$ cat src/core/dtc_pkg.sv
// shared constants, types and the count-clock decode for the dual timer
package dtc_pkg;

  // channel count and data widths
  localparam int          NUM_CH      = 2;
  localparam int          DATA_W      = 8;
  localparam int          ADDR_W      = 16;
  localparam int          PRESC_W     = 13;

  // register byte addresses
  localparam logic [15:0] ADDR_TM5    = 16'hFF48;
  localparam logic [15:0] ADDR_TM6    = 16'hFF49;
  localparam logic [15:0] ADDR_CR5    = 16'hFF4A;
  localparam logic [15:0] ADDR_CR6    = 16'hFF4B;
  localparam logic [15:0] ADDR_TIMER5_CLOCK_SELECT   = 16'hFF52;
  localparam logic [15:0] ADDR_TIMER5_MODE_CONTROL   = 16'hFF53;
  localparam logic [15:0] ADDR_TIMER6_CLOCK_SELECT   = 16'hFF56;
  localparam logic [15:0] ADDR_TIMER6_MODE_CONTROL   = 16'hFF57;
  localparam logic [15:0] ADDR_PDIR   = 16'hFF2A;

  // mode control field positions and the clock select code msb
  localparam int          TCE_BIT     = 7;
  localparam int          PWM_BIT     = 6;
  localparam int          LVS_BIT     = 3;
  localparam int          LVR_BIT     = 2;
  localparam int          ALV_BIT     = 1;
  localparam int          TOE_BIT     = 0;
  localparam int          CODE_MSB    = 3;

  // reset values
  localparam logic [7:0]  CMP_RST     = 8'h00;
  localparam logic [7:0]  CNT_RST     = 8'h00;
  localparam logic [7:0]  TCL_RST     = 8'h00;
  localparam logic [7:0]  TMC_RST     = 8'h00;
  localparam logic [7:0]  PDIR_RST    = 8'hFF;
  localparam logic [7:0]  RD_IDLE     = 8'h00;

  // count clock codes and divider exponents
  localparam logic [3:0]  CODE_FALL   = 4'h0;
  localparam logic [3:0]  CODE_RISE   = 4'h1;
  localparam logic [3:0]  CODE_2FXX   = 4'h4;
  localparam logic [3:0]  CODE_FXX    = 4'h5;
  localparam logic [3:0]  CODE_TOP    = 4'hF;
  localparam logic [3:0]  TOP_EXP     = 4'hB;

  // per channel operating mode
  typedef struct packed {
    logic enable;
    logic pwm_mode;
    logic alt_level;
    logic out_en;
  } dtc_mode_s;

  // one-cycle count tick for a select code
  function automatic logic dtc_tick(input logic [3:0]         code,
                                    input logic               oscillation_mode_bit,
                                    input logic [PRESC_W-1:0] presc,
                                    input logic               ext_fall,
                                    input logic               ext_rise);
    logic [3:0]         k;
    logic [PRESC_W-1:0] m;
    logic               t;
    k = 4'h0;
    m = '0;
    t = 1'b0;
    if (code == CODE_FALL) begin
      t = ext_fall;
    end else if (code == CODE_RISE) begin
      t = ext_rise;
    end else if (code == CODE_2FXX) begin
      t = ~oscillation_mode_bit;                      // prohibited when mcs is set
    end else if (code >= CODE_FXX) begin
      k = (code == CODE_TOP) ? TOP_EXP : 4'(code - CODE_FXX);
      k = 4'(k + {3'b000, ~oscillation_mode_bit});    // fxx is fx or fx/2
      m = PRESC_W'((13'h0001 << k) - 13'h0001);
      t = &(presc | ~m);
    end
    return t;
  endfunction : dtc_tick

endpackage : dtc_pkg

$ cat src/core/dtc_channel.sv
// one 8-bit timer channel: counter, compare, output flip-flop and pwm
`timescale 1ns/1ps
module dtc_channel
  import dtc_pkg::*;
#(
  parameter int W = DATA_W
) (
  // clock and reset
  input  wire logic         sys_clk_i,
  input  wire logic         reset_i,
  // configuration
  input  wire dtc_mode_s    mode_i,
  input  wire logic [W-1:0] cmp_i,
  input  wire logic         ext_src_i,
  input  wire logic         pin_dir_out_i,
  input  wire logic         ff_set_i,
  input  wire logic         ff_clr_i,
  // count tick
  input  wire logic         tick_i,
  // results
  output logic      [W-1:0] count_o,
  output logic              irq_o,
  output logic              pin_o,
  output logic              pin_oe_o
);

  logic [W-1:0] cnt_q, cnt_d;
  logic         ff_q, ff_d;
  logic         irq_d, pin_d, oe_d;
  logic         equal, match, pwm_act;

  // compare against the counter on each tick
  assign equal   = (cnt_q == cmp_i);
  assign match   = mode_i.enable & tick_i & equal;
  assign irq_d   = match;

  // counter: cleared when stopped, cleared on match in interval mode
  assign cnt_d   = !mode_i.enable ? CNT_RST :
                   !tick_i        ? cnt_q :
                   (!mode_i.pwm_mode && equal) ? CNT_RST :
                   W'(cnt_q + 1'b1);

  // output flip-flop: direct set or reset, toggle on match in interval mode when alt level is set
  assign ff_d    = ff_set_i ? 1'b1 :
                   ff_clr_i ? 1'b0 :
                   (match & !mode_i.pwm_mode & mode_i.alt_level) ? ~ff_q :
                   ff_q;

  // pwm: active while count is below compare, level selectable
  assign pwm_act = (cnt_q < cmp_i);
  assign pin_d   = mode_i.pwm_mode ? (pwm_act ^ mode_i.alt_level)
                                   : ff_q;
  // no output while counting external edges
  assign oe_d    = mode_i.out_en & pin_dir_out_i & ~ext_src_i;

  // state and output registers
  always_ff @(posedge sys_clk_i) begin
    if (reset_i) begin
      cnt_q    <= CNT_RST;
      ff_q     <= 1'b0;
      irq_o    <= 1'b0;
      pin_o    <= 1'b0;
      pin_oe_o <= 1'b0;
    end else begin
      cnt_q    <= cnt_d;
      ff_q     <= ff_d;
      irq_o    <= irq_d;
      pin_o    <= pin_d;
      pin_oe_o <= oe_d;
    end
  end

  assign count_o = cnt_q;

endmodule : dtc_channel

$ cat src/core/dtc_timer.sv
// dual 8-bit timer/event counter with byte-wide register port
`timescale 1ns/1ps
//
// Overview of operation
// - each channel drives an 8-bit resolution pwm waveform on its output pin
// - counter equal to compare value raises that channel's match request
// - compare registers take any byte value and reset to 00H
// - counters count selected pulses, byte readable, reset to 00H
// - clock select holds 4-bit code in bits 3..0, upper bits zero
// - codes pick pin edges, 2fxx, fxx or fxx dividers; others prohibited
// - output pin unusable while counting external edges
// - port direction bits 0 and 1 govern the two output pins
// - fxx equals fx or fx/2, chosen by the oscillation mode bit
//
module dtc_timer
  import dtc_pkg::*;
(
  // clock and reset
  input  wire logic              sys_clk_i,
  input  wire logic              reset_i,
  // register port
  input  wire logic [ADDR_W-1:0] bus_addr_i,
  input  wire logic              bus_wr_i,
  input  wire logic              bus_rd_i,
  input  wire logic [DATA_W-1:0] bus_wdata_i,
  output logic      [DATA_W-1:0] bus_rdata_o,
  // oscillation mode bit
  input  wire logic              oscillation_mode_bit_i,
  // event input pins
  input  wire logic              timer5_event_input_i,
  input  wire logic              timer6_event_input_i,
  // timer output pins
  output logic                   timer5_output_pin_o,
  output logic                   timer5_output_pin_oe_o,
  output logic                   timer6_output_pin_o,
  output logic                   timer6_output_pin_oe_o,
  // match requests
  output logic                   timer5_match_irq_o,
  output logic                   timer6_match_irq_o
);

  // software visible registers
  logic [DATA_W-1:0]  clk_sel_q  [NUM_CH];
  logic [DATA_W-1:0]  mode_q     [NUM_CH];
  logic [DATA_W-1:0]  cmp_q      [NUM_CH];
  logic [DATA_W-1:0]  pdir_q;
  logic [DATA_W-1:0]  rdata_d;
  logic [PRESC_W-1:0] presc_q;

  // per channel wires
  logic [NUM_CH-1:0]  ev_pin;
  logic [NUM_CH-1:0]  hit_tm, hit_cr, hit_tcl, hit_tmc;
  logic [NUM_CH-1:0]  wr_cr, wr_tcl, wr_tmc;
  logic [NUM_CH-1:0]  ext_fall, ext_rise, ext_src, tick;
  logic [NUM_CH-1:0]  irq, pin, pin_oe;
  logic [DATA_W-1:0]  count      [NUM_CH];
  logic [DATA_W-1:0]  rd_part    [NUM_CH];
  logic               hit_pdir;
  logic [NUM_CH-1:0]  ff_set, ff_clr;
  logic [DATA_W-1:0]  rd_or      [NUM_CH+1];

  localparam logic [15:0] TM_ADDR  [NUM_CH] = '{ADDR_TM5,  ADDR_TM6};
  localparam logic [15:0] CR_ADDR  [NUM_CH] = '{ADDR_CR5,  ADDR_CR6};
  localparam logic [15:0] TCL_ADDR [NUM_CH] = '{ADDR_TIMER5_CLOCK_SELECT, ADDR_TIMER6_CLOCK_SELECT};
  localparam logic [15:0] TMC_ADDR [NUM_CH] = '{ADDR_TIMER5_MODE_CONTROL, ADDR_TIMER6_MODE_CONTROL};

  // byte address match, shared by every register decode
  function automatic logic reg_hit(input logic [ADDR_W-1:0] a,
                                   input logic [15:0]       ra);
    return (a == ra);
  endfunction : reg_hit

  assign ev_pin   = {timer6_event_input_i, timer5_event_input_i};
  assign hit_pdir = reg_hit(bus_addr_i, ADDR_PDIR);
  assign rd_or[0] = RD_IDLE;

  // free running divider of the oscillator clock
  // one shared divider keeps the tick phase of both channels aligned
  always_ff @(posedge sys_clk_i) begin
    if (reset_i) begin
      presc_q <= '0;
    end else begin
      presc_q <= PRESC_W'(presc_q + 1'b1);
    end
  end

  // port direction register, low two bits steer the output pins
  always_ff @(posedge sys_clk_i) begin
    if (reset_i) begin
      pdir_q <= PDIR_RST;
    end else if (bus_wr_i && hit_pdir) begin
      pdir_q <= bus_wdata_i;
    end
  end

  generate
    for (genvar c = 0; c < NUM_CH; c++) begin : g_ch
      logic [2:0]      sync_q;
      logic            lvl_q;
      logic            lvl_d;
      logic [3:0]      code;
      dtc_mode_s       mode;

      // address decode for this channel
      assign hit_tm[c]  = reg_hit(bus_addr_i, TM_ADDR[c]);
      assign hit_cr[c]  = reg_hit(bus_addr_i, CR_ADDR[c]);
      assign hit_tcl[c] = reg_hit(bus_addr_i, TCL_ADDR[c]);
      assign hit_tmc[c] = reg_hit(bus_addr_i, TMC_ADDR[c]);
      assign wr_cr[c]   = bus_wr_i & hit_cr[c];
      assign wr_tcl[c]  = bus_wr_i & hit_tcl[c];
      assign wr_tmc[c]  = bus_wr_i & hit_tmc[c];

      // direct output flip-flop strobes, both bits together do nothing
      assign ff_set[c]  = wr_tmc[c] & bus_wdata_i[LVS_BIT]
                                    & ~bus_wdata_i[LVR_BIT];
      assign ff_clr[c]  = wr_tmc[c] & bus_wdata_i[LVR_BIT]
                                    & ~bus_wdata_i[LVS_BIT];

      // pin synchroniser, level accepted when stages two and three agree
      // a level caught mid change is held until both stages settle
      assign lvl_d = (sync_q[1] == sync_q[2]) ? sync_q[2] : lvl_q;
      always_ff @(posedge sys_clk_i) begin
        if (reset_i) begin
          sync_q <= 3'b000;
          lvl_q  <= 1'b0;
        end else begin
          sync_q <= {sync_q[1:0], ev_pin[c]};
          lvl_q  <= lvl_d;
        end
      end
      assign ext_fall[c] = lvl_q & ~lvl_d;
      assign ext_rise[c] = ~lvl_q & lvl_d;

      // clock select register, upper nibble forced to zero
      always_ff @(posedge sys_clk_i) begin
        if (reset_i) begin
          clk_sel_q[c] <= TCL_RST;
        end else if (wr_tcl[c]) begin
          clk_sel_q[c] <= {4'h0, bus_wdata_i[CODE_MSB:0]};
        end
      end

      // mode register; set and reset bits act only as write pulses
      always_ff @(posedge sys_clk_i) begin
        if (reset_i) begin
          mode_q[c] <= TMC_RST;
        end else if (wr_tmc[c]) begin
          mode_q[c] <= bus_wdata_i & ~((8'h01 << LVS_BIT) |
                                       (8'h01 << LVR_BIT));
        end
      end

      // compare register, full byte range
      always_ff @(posedge sys_clk_i) begin
        if (reset_i) begin
          cmp_q[c] <= CMP_RST;
        end else if (wr_cr[c]) begin
          cmp_q[c] <= bus_wdata_i;
        end
      end

      // count clock selection
      assign code       = clk_sel_q[c][CODE_MSB:0];
      assign ext_src[c] = (code == CODE_FALL) | (code == CODE_RISE);
      assign tick[c]    = dtc_tick(code, oscillation_mode_bit_i,
                                   presc_q, ext_fall[c], ext_rise[c]);
      assign mode       = '{enable:    mode_q[c][TCE_BIT],
                            pwm_mode:  mode_q[c][PWM_BIT],
                            alt_level: mode_q[c][ALV_BIT],
                            out_en:    mode_q[c][TOE_BIT]};

      dtc_channel #(
        .W             (DATA_W)
      ) u_chan (
        .sys_clk_i     (sys_clk_i),
        .reset_i       (reset_i),
        .mode_i        (mode),
        .cmp_i         (cmp_q[c]),
        .ext_src_i     (ext_src[c]),
        .pin_dir_out_i (~pdir_q[c]),
        .ff_set_i      (ff_set[c]),
        .ff_clr_i      (ff_clr[c]),
        .tick_i        (tick[c]),
        .count_o       (count[c]),
        .irq_o         (irq[c]),
        .pin_o         (pin[c]),
        .pin_oe_o      (pin_oe[c])
      );

      // read contribution of this channel
      assign rd_part[c] = hit_tm[c]  ? count[c]     :
                          hit_cr[c]  ? cmp_q[c]     :
                          hit_tcl[c] ? clk_sel_q[c] :
                          hit_tmc[c] ? mode_q[c]    : RD_IDLE;
      // or-chain of the channel read parts
      assign rd_or[c+1] = rd_or[c] | rd_part[c];
    end
  endgenerate

  // read mux, unmapped addresses return zero
  assign rdata_d = hit_pdir ? pdir_q : rd_or[NUM_CH];

  // registered read data, loaded only on a read
  always_ff @(posedge sys_clk_i) begin
    if (reset_i) begin
      bus_rdata_o <= RD_IDLE;
    end else if (bus_rd_i) begin
      bus_rdata_o <= rdata_d;
    end
  end

  // channel outputs are already flip-flops
  assign timer5_output_pin_o    = pin[0];
  assign timer5_output_pin_oe_o = pin_oe[0];
  assign timer6_output_pin_o    = pin[1];
  assign timer6_output_pin_oe_o = pin_oe[1];
  assign timer5_match_irq_o     = irq[0];
  assign timer6_match_irq_o     = irq[1];

endmodule : dtc_timer

$ cat config.mk
export PLATFORM = sky130hd
export DESIGN_NAME = dtc_timer
export DESIGN_NICKNAME = d
export VERILOG_FILES = /design/src/core/dtc_pkg.sv /design/src/core/dtc_channel.sv /design/src/core/dtc_timer.sv
export SDC_FILE = /design/constraint.sdc
export NUM_CORES = 1
export LEC_CHECK = 0
export BUFFER_PORTS_ARGS = -buffer_cell sky130_fd_sc_hd__buf_2
export CAP_MARGIN = 20
export CORE_MARGIN = 4
export CORE_UTILIZATION = 40
export CTS_BUF_LIST = sky130_fd_sc_hd__clkbuf_2
export DETAILED_ROUTE_END_ITERATION = 10
export HOLD_SLACK_MARGIN = 0.12
export PLACE_DENSITY = 0.69
export SETUP_SLACK_MARGIN = 0.05
export SYNTH_ARGS = -nofsm -noshare
export SYNTH_HDL_FRONTEND = slang
export SYNTH_SLANG_ARGS = --single-unit
$ cat constraint.sdc
create_clock -name sys_clk_i -period 10.4 [get_ports sys_clk_i]
set_input_delay 0 -clock sys_clk_i [delete_from_list [all_inputs] [get_ports sys_clk_i]]
set_output_delay 0 -clock sys_clk_i [all_outputs]
set_load 0.03 [all_outputs]
==> metrics.txt, run 1 <==
leakage dissipation 2.75 nW; Synth top area share 20.9%; endpoints failing setup 0; clock sink count 97; Synth async-reset ratio 0%; fin crit share 53.9%; die height 129 um; post-route setup TNS 0 ns; Setup Buffers After CTS 0; Resized cells post-CTS 0; Clk pwr share 31.5%; post-layout util 48.9%; switching share of total power 28.8%; cell family with most CP delay compound AO/OA/AOI/OAI gates; crit path cell chain ha_1, and2_4, a21o_1, ha_1, ha_1, xnor2_1, nor4_1, nand2_1, ha_1, nor2_1, and3_1, o311ai_1, o2111ai_1, o2bb2ai_1, o41ai_2, nand3_1, mux2_1, or4_1; via count 5316; vias in the first global route 5227; NetSw 230 uW; most common cell after layout, fill and taps aside dfxtp_1; DP Area 6220 um2; Levels on crit path 18; startpoint types register; ANT nets after route 0; row count 43; Worst Setup End Kind register; Fmax 0.178 GHz; grt total ovfl 0; register area share after synthesis 39.3%; Port Buffers 44; layout cells sized above 1 10.9%; internal power 567 uW; Final Max Tran Viols 0; Routed WL 16000 um; CTS Hold Bufs 50; Arr. time, crit path 6.14 ns; worst vdd ir 75.0 uV; Avg Vias per Cell 5.75; RR Endpoint g_ch[1].u_chan.ff_q$_SDFFE_PP0P_; Boundary Pins 45; post-synthesis register bit count 97; relative slew slack 30.3%; Worst-path clk slew 0.28 ns; CP Class reg -> reg; sequential cell fraction of total power 52.3%; largest net degree at the start of global routing 37; Yosys warning count 0; CTS tree yes; core footprint 14100 um2; number of H-tree levels 3; Setup crit end g_ch[1].u_chan.ff_q$_SDFFE_PP0P_; syn_area_per_cell 8.90 um2; Final Net Count 800; leading area contributor after synthesis dfxtp_1; DIE AREA 16600 um2; initial antenna violation count 1; most used cell along the critical path ha_1; critical path's slowest cell o41ai_2; drt first pass iters 5; residual DRC count 0; most frequent cells in the layout dfxtp_1 (61), nor2_1 (56), dlygate4sd3_1 (50), nand2_1 (49), buf_2 (44); routed length per instance 17.3 um; CTS max path bufs 2; Post-synth top flop dfxtp_1; Overall Global Routing Usage 19.9%; Post-Syn Area 5850 um2; crit path launch clk_sel_q[1][0]$_SDFFCE_PN0P_; Root Driver clkbuf_2; Tightest Pin Transition 1.04 ns; first-pass GRT wire length 26500 um; DP HPWL 11300 um; WP buf/inv 0; synthesized instance count 658; reg-to-reg slack, setup 4.79 ns; starting density of the core 41.5%; Finished Cell Area 6900 um2; critical path fanouts, max 13; R2R cell count 18; Hold Crit Class in -> reg; CTS Buf Count 9; Area growth, synth to finish 17.8%; clock skew 0.0551 ns; run status completed; number of synthesized flops with an enable pin 36; Max Cap Violations 0; Final Hold Vio Count 0; Final GP Congestion 0.867; Pwr Density 116 nW/um2; Worst EP required 10.93 ns; Initial DRC Count 448; Die X 129 um; Comb power frac 16.2%; clk_lat worst skew 0.62 ns; synthesized net count 720; Worst path max stage delay 0.79 ns; RSZ-0062 raised after global routing false; fillers 1333; largest cells by area after synthesis dfxtp_1 (21%), edfxtp_1 (18%), ha_1 (6.6%); R2R Path Start clk_sel_q[1][0]$_SDFFCE_PN0P_; crit path time final 5.61 ns; post-synth cell types 72
[worst min path at each step]
stage | from | to | slack, ns | cells past startpoint
2_1_floorplan | bus_wdata_i[0] | pdir_q[0]$_SDFFE_PP1P_ | 0.12 | 2
5_1_grt | bus_addr_i[7] | mode_q[0][2]$_SDFFCE_PN0P_ | 0.13 | 5
3_3_place_gp | timer5_event_input_i | g_ch[0].sync_q[0]$_SDFF_PP0_ | 0.21 | 2
6_report | bus_addr_i[7] | bus_rdata_o[6]$_SDFFE_PP0P_ | 0.19 | 6
4_1_cts | bus_addr_i[7] | mode_q[0][5]$_SDFFCE_PN0P_ | 0.12 | 5
3_5_place_dp | timer6_event_input_i | g_ch[1].sync_q[0]$_SDFF_PP0_ | 0.22 | 2
[cell families (layout without fill, tap and decap cells)]
kind of cell    after synthesis  in the layout  share of synthesized area (%)
flops                        97             97                           39.3
simple gates                283            283                           25.9
xor+xnor                     29             29                           4.66
compound gates              141            141                           17.0
other cells                   0              1                              0
mux                          12             12                           2.20
buf+inv                      65            150                           4.30
fa+ha+maj                    31             31                           6.63
[registers in the layout (all words and copies together), names as in the netlist]
signal                count
g_ch.u_chan.ff_q          2
g_ch.lvl_q                2
g_ch.u_chan.irq_o         2
pdir_q                    8
g_ch.u_chan.pin_o         2
g_ch.u_chan.pin_oe_o      2
mode_q                   12
cmp_q                    16
g_ch.u_chan.count_o      16
bus_rdata_o               8
clk_sel_q                 8
g_ch.sync_q               6
presc_q                  13
[Yosys cell counts (5+ instances only)]
library cell,count
a21oi_1,22
nor2_1,56
a22oi_1,14
or3_1,9
a21o_1,8
nand3b_1,12
dfxtp_1,61
mux2i_1,8
nor2b_1,18
o21ai_0,27
xnor2_1,17
o211ai_1,5
nor4b_1,5
o21ai_1,6
and3_1,42
nand4_1,13
nand3_1,24
nor3_1,16
o21a_1,8
inv_1,33
nand2_1,49
xor2_1,11
edfxtp_1,36
ha_1,31
a311oi_1,9
nor4_1,10
clkbuf_1,27
nand2b_1,9
[layer usage]
metal	vias to the layer above	share of wire (%)	global-route usage (%)
li1	2572	-	-
met1	2500	46	28.0
met2	221	45	31.3
met3	23	7.2	3.57
met4	0	1.8	6.24
met5	-	0	0
[per-stage QoR]
step	worst slack (ns)	hold slack [ns]	instances	total power [mW]
global placement	5.10	0.211	856	0.539
global route	4.34	0.133	924	0.834
finish	4.79	0.188	924	0.797
detailed placement	4.89	0.218	856	0.542
CTS	4.89	0.122	922	0.800
floorplan	5.99	0.124	658	0.509
[worst min-delay path, delay by kind of cell]
kind	cells	cell delay, ns
buffers and inverters	2	0.27
AO/OA/AOI/OAI	2	0.27
AND/OR/NAND/NOR	2	0.24
[area by class of cell]
class,instances,area (um2),area share (%)
Clock buffer,10,50.0,0.726
Sequential cell,97,2300,33.4
Clock inverter,6,121,1.76
Multi-Input combinational cell,496,3300,47.8
Antenna cell,1,2.50,0.0363
Tap cell,180,225,3.27
Inverter,33,124,1.80
Timing Repair Buffer,101,771,11.2
[power groups by stage]
stage          logic [mW]  registers, mW  clock network (mW)
6_report            0.129          0.417               0.251
5_1_grt             0.143          0.418               0.273
4_1_cts             0.128          0.416               0.256
3_5_place_dp        0.119          0.424                   0
3_3_place_gp        0.116          0.423                   0
2_1_floorplan      0.0873          0.422                   0
No activity file was read; power rests on OpenSTA's default activity.
==> run 2, diff against run 1 <==
--- a/config.mk
+++ b/config.mk
@@ -5,6 +5,7 @@
 export SDC_FILE = /design/constraint.sdc
 export NUM_CORES = 1
 export LEC_CHECK = 0
+export ABC_AREA = 1
 export BUFFER_PORTS_ARGS = -buffer_cell sky130_fd_sc_hd__buf_2
 export CAP_MARGIN = 20
 export CORE_MARGIN = 4
@@ -12,7 +13,7 @@
 export CTS_BUF_LIST = sky130_fd_sc_hd__clkbuf_2
 export DETAILED_ROUTE_END_ITERATION = 10
 export HOLD_SLACK_MARGIN = 0.12
-export PLACE_DENSITY = 0.69
+export PLACE_DENSITY = 0.71
 export SETUP_SLACK_MARGIN = 0.05
 export SYNTH_ARGS = -nofsm -noshare
 export SYNTH_HDL_FRONTEND = slang
==> constraint.sdc (replaced) <==
create_clock -name sys_clk_i -period 4.51 [get_ports sys_clk_i]
set_input_delay 0 -clock sys_clk_i [delete_from_list [all_inputs] [get_ports sys_clk_i]]
set_output_delay 0 -clock sys_clk_i [all_outputs]
set_load 0.03 [all_outputs]
==> run 2 against run 1 <==
Compared with the run above:
- worst hold slack got worse by 0.012 ns
- clock skew fell by 0.029 ns
- global-route usage fell by 1.1 points
- register-to-register slack got worse by 4.4 ns
- cell area rose by 1.8%
- core utilization fell by 1.2 points
- maximum frequency rose by 35%
- power rose by 110%
- synthesized area rose by 3.4%
- cell count rose by 20%
==> metrics.txt, run 2 <==
run status completed; Avg Vias per Cell 5.20 (-9.6%); Hold WS 0.176 ns (-0.0122 ns); reg-to-reg slack, setup 0.36 ns (-4.44 ns); crit path time final 4.15 ns (-1.45 ns); clk_lat worst skew 0.62 ns (about the same); ANT nets after route 0 (unchanged); critical path's slowest cell dlygate4sd3_1; RSZ-0062 raised after global routing false; largest cells by area after synthesis dfxtp_1 (20%), edfxtp_1 (18%), nand2_1 (9.7%); pre-CTS setup slack 0.832 ns (-4.06 ns); clock skew 0.0257 ns (-0.0295 ns); leading area contributor after synthesis dfxtp_1; commonest cells in the netlist nand2_1 (156), inv_1 (129), nor2_1 (124); Boundary Pins 45 (unchanged); post-synthesis register bit count 97 (unchanged); Setup Buffers After CTS 0 (unchanged); leakage dissipation 3.09 nW (+12%); grt total ovfl 0 (unchanged); Area growth, synth to finish 16.0%; post-route setup TNS 0 ns (unchanged); Synth async-reset ratio 0% (unchanged); vias in the first global route 5534 (+5.9%); Tightest Pin Transition 1.07 ns (+0.0306 ns); Post-synth top flop dfxtp_1; Final Net Count 985 (+23%); initial antenna violation count 1 (unchanged); endpoints failing setup 0 (unchanged); worst vdd ir 109 uV (+46%); register area share after synthesis 38.0% (-1.3 points); R2R Path Start clk_sel_q[0][0]$_SDFFCE_PN0P_; Port Buffers 44 (unchanged); critical path fanouts, max 14 (+1); synthesized net count 896 (+24%); Post-Syn Area 6050 um2 (+3.4%); DP HPWL 11400 um (about the same); Fmax 0.241 GHz (+35%); Arr. time, crit path 4.70 ns (-1.44 ns); most used cell along the critical path nand2_1; Final GP Congestion 0.925 (+6.6%); row count 44 (+2.3%); relative slew slack 28.3% (-2.1 points); Root Driver clkbuf_2; starting density of the core 41.2% (-0.33 points); Final Hold Vio Count 0 (unchanged); Final Max Tran Viols 0 (unchanged); R2R cell count 25 (+7); Worst path max stage delay 0.54 ns (-0.25 ns); RR Endpoint g_ch[0].u_chan.ff_q$_SDFFE_PP0P_; fin crit share 92.1% (+38 points); Worst EP required 5.05 ns (-5.88 ns); number of synthesized flops with an enable pin 36 (unchanged); number of H-tree levels 3 (unchanged); CTS Buf Count 9 (unchanged); Hold Crit Class in -> reg; Max Cap Violations 0 (unchanged); most frequent cell after synthesis nand2_1; CTS max path bufs 2 (unchanged); synthesized instance count 834 (+27%); hold endpoint clk_sel_q[0][2]$_SDFFCE_PN0P_; startpoint types register; largest net degree at the start of global routing 29 (-22%); most frequent cells in the layout nand2_1 (156), inv_1 (129), nor2_1 (124), nand3_1 (61), dfxtp_1 (61); Worst-path clk slew 0.28 ns (about the same); first-pass GRT wire length 25500 um (-4.0%); drt first pass iters 5 (unchanged); DP Area 6470 um2 (+4.1%); clock sink count 97 (unchanged); post-layout util 47.8% (-1.2 points); fillers 1473 (+11%); crit path launch clk_sel_q[0][0]$_SDFFCE_PN0P_; routed length per instance 13.9 um (-20%); core footprint 14700 um2 (+4.3%); Worst Setup End Kind register; Finished Cell Area 7020 um2 (+1.8%); layout cells sized above 1 11.9% (+0.95 points); die height 131 um (+1.6%); syn_area_per_cell 7.26 um2 (-18%); post-synth cell types 43 (-40%); CTS tree yes; worst setup margin 0.358 ns (-4.44 ns); Routed WL 15500 um (-3.3%); CP Class reg -> reg; most common cell after layout, fill and taps aside nand2_1; Yosys warning count 0 (unchanged); via count 5788 (+8.9%); residual DRC count 0 (unchanged); HP Start bus_addr_i[4]; Pwr Density 244 nW/um2 (+110%); Hold Crit Depth 7 (+1); DIE AREA 17200 um2 (+3.2%); Synth top area share 20.2% (-0.69 points); Initial DRC Count 488 (+8.9%); Overall Global Routing Usage 18.8% (-1.1 points); Die X 131 um (+1.6%)
==> run 2: cell count changes in the layout (fill, tap and decap cells not counted), sizes merged, moves of 10 or more <==
cell,change
a21oi,+36
a22oi,-14
and3,-42
dlygate4sd3,-10
inv,+102
nand2,+120
nand3,+42
nor2,+72
nor2b,-18
nor3,+10
o21ai,-10
xnor2,-15
==> run 2: layer usage <==
metal | vias up | track usage, % | part of all wire (%)
li1 | 2950 | - | -
met1 | 2629 | 23.7 | 45
met2 | 182 | 32.2 | 48
met3 | 27 | 3.05 | 4.9
met4 | 0 | 7.20 | 2.0
met5 | - | 0 | 0
==> run 2: how the worst max path moves through the flow <==
stage / to / cells after the start
2_1_floorplan: g_ch[0].u_chan.count_o[3]$_SDFFE_PP0N_ / 23
3_3_place_gp: g_ch[0].u_chan.count_o[1]$_SDFFE_PP0N_ / 21
3_5_place_dp: g_ch[0].u_chan.count_o[1]$_SDFFE_PP0N_ / 21
4_1_cts: g_ch[0].u_chan.ff_q$_SDFFE_PP0P_ / 24
5_1_grt: g_ch[1].u_chan.ff_q$_SDFFE_PP0P_ / 26
6_report: g_ch[0].u_chan.ff_q$_SDFFE_PP0P_ / 25
==> run 2: worst max-delay path, delay by kind of cell (launching register included) <==
family          cells  cell delay [ns]
fa+ha+maj           4             1.07
simple gates       17             1.48
xor+xnor            1             0.22
flops               1             0.52
buf+inv             1             0.54
compound gates      2             0.23
==> run 2: repair_timing <==
item,4_1_cts,5_1_grt
hold buffers,40,0
endpoints found under the hold margin,89,0
setup endpoints to repair,0,2
resized for setup,0,4
==> run 2: cell families (layout without fill, tap and decap cells) <==
logic type      count (synthesis)  count (layout)  share of synthesized area, %
buf+inv                       150             244                          9.55
other cells                     0               1                             0
simple gates                  423             423                          31.8
flops                          97              97                          38.0
xor+xnor                       13              13                          2.31
compound gates                120             120                          11.9
fa+ha+maj                      31              31                          6.41
==> run 2: area by class of cell <==
type	count	area, um2	share of cell area (%)
well taps	184	230	3.28
clock buffers	10	50.0	0.713
flip-flops and latches	97	2300	32.8
repair buffers	91	666	9.48
diodes	1	2.50	0.0356
inverters	137	514	7.32
multi-input cells	587	3190	45.5
clock inverters	6	63.8	0.909
==> run 2: through the flow <==
step	std cells	power (mW)
6_report	1113	1.71
5_1_grt	1113	1.80
4_1_cts	1109	1.72
3_5_place_dp	1053	1.25
3_3_place_gp	1053	1.25
2_1_floorplan	834	1.18
==> run 2: report_power, final <==
group | internal, mW | leakage, nW | switching, mW
Clock | 0.132 | 0.0704 | 0.318
Combinational | 0.113 | 2.18 | 0.200
Sequential | 0.931 | 0.835 | 0.0161
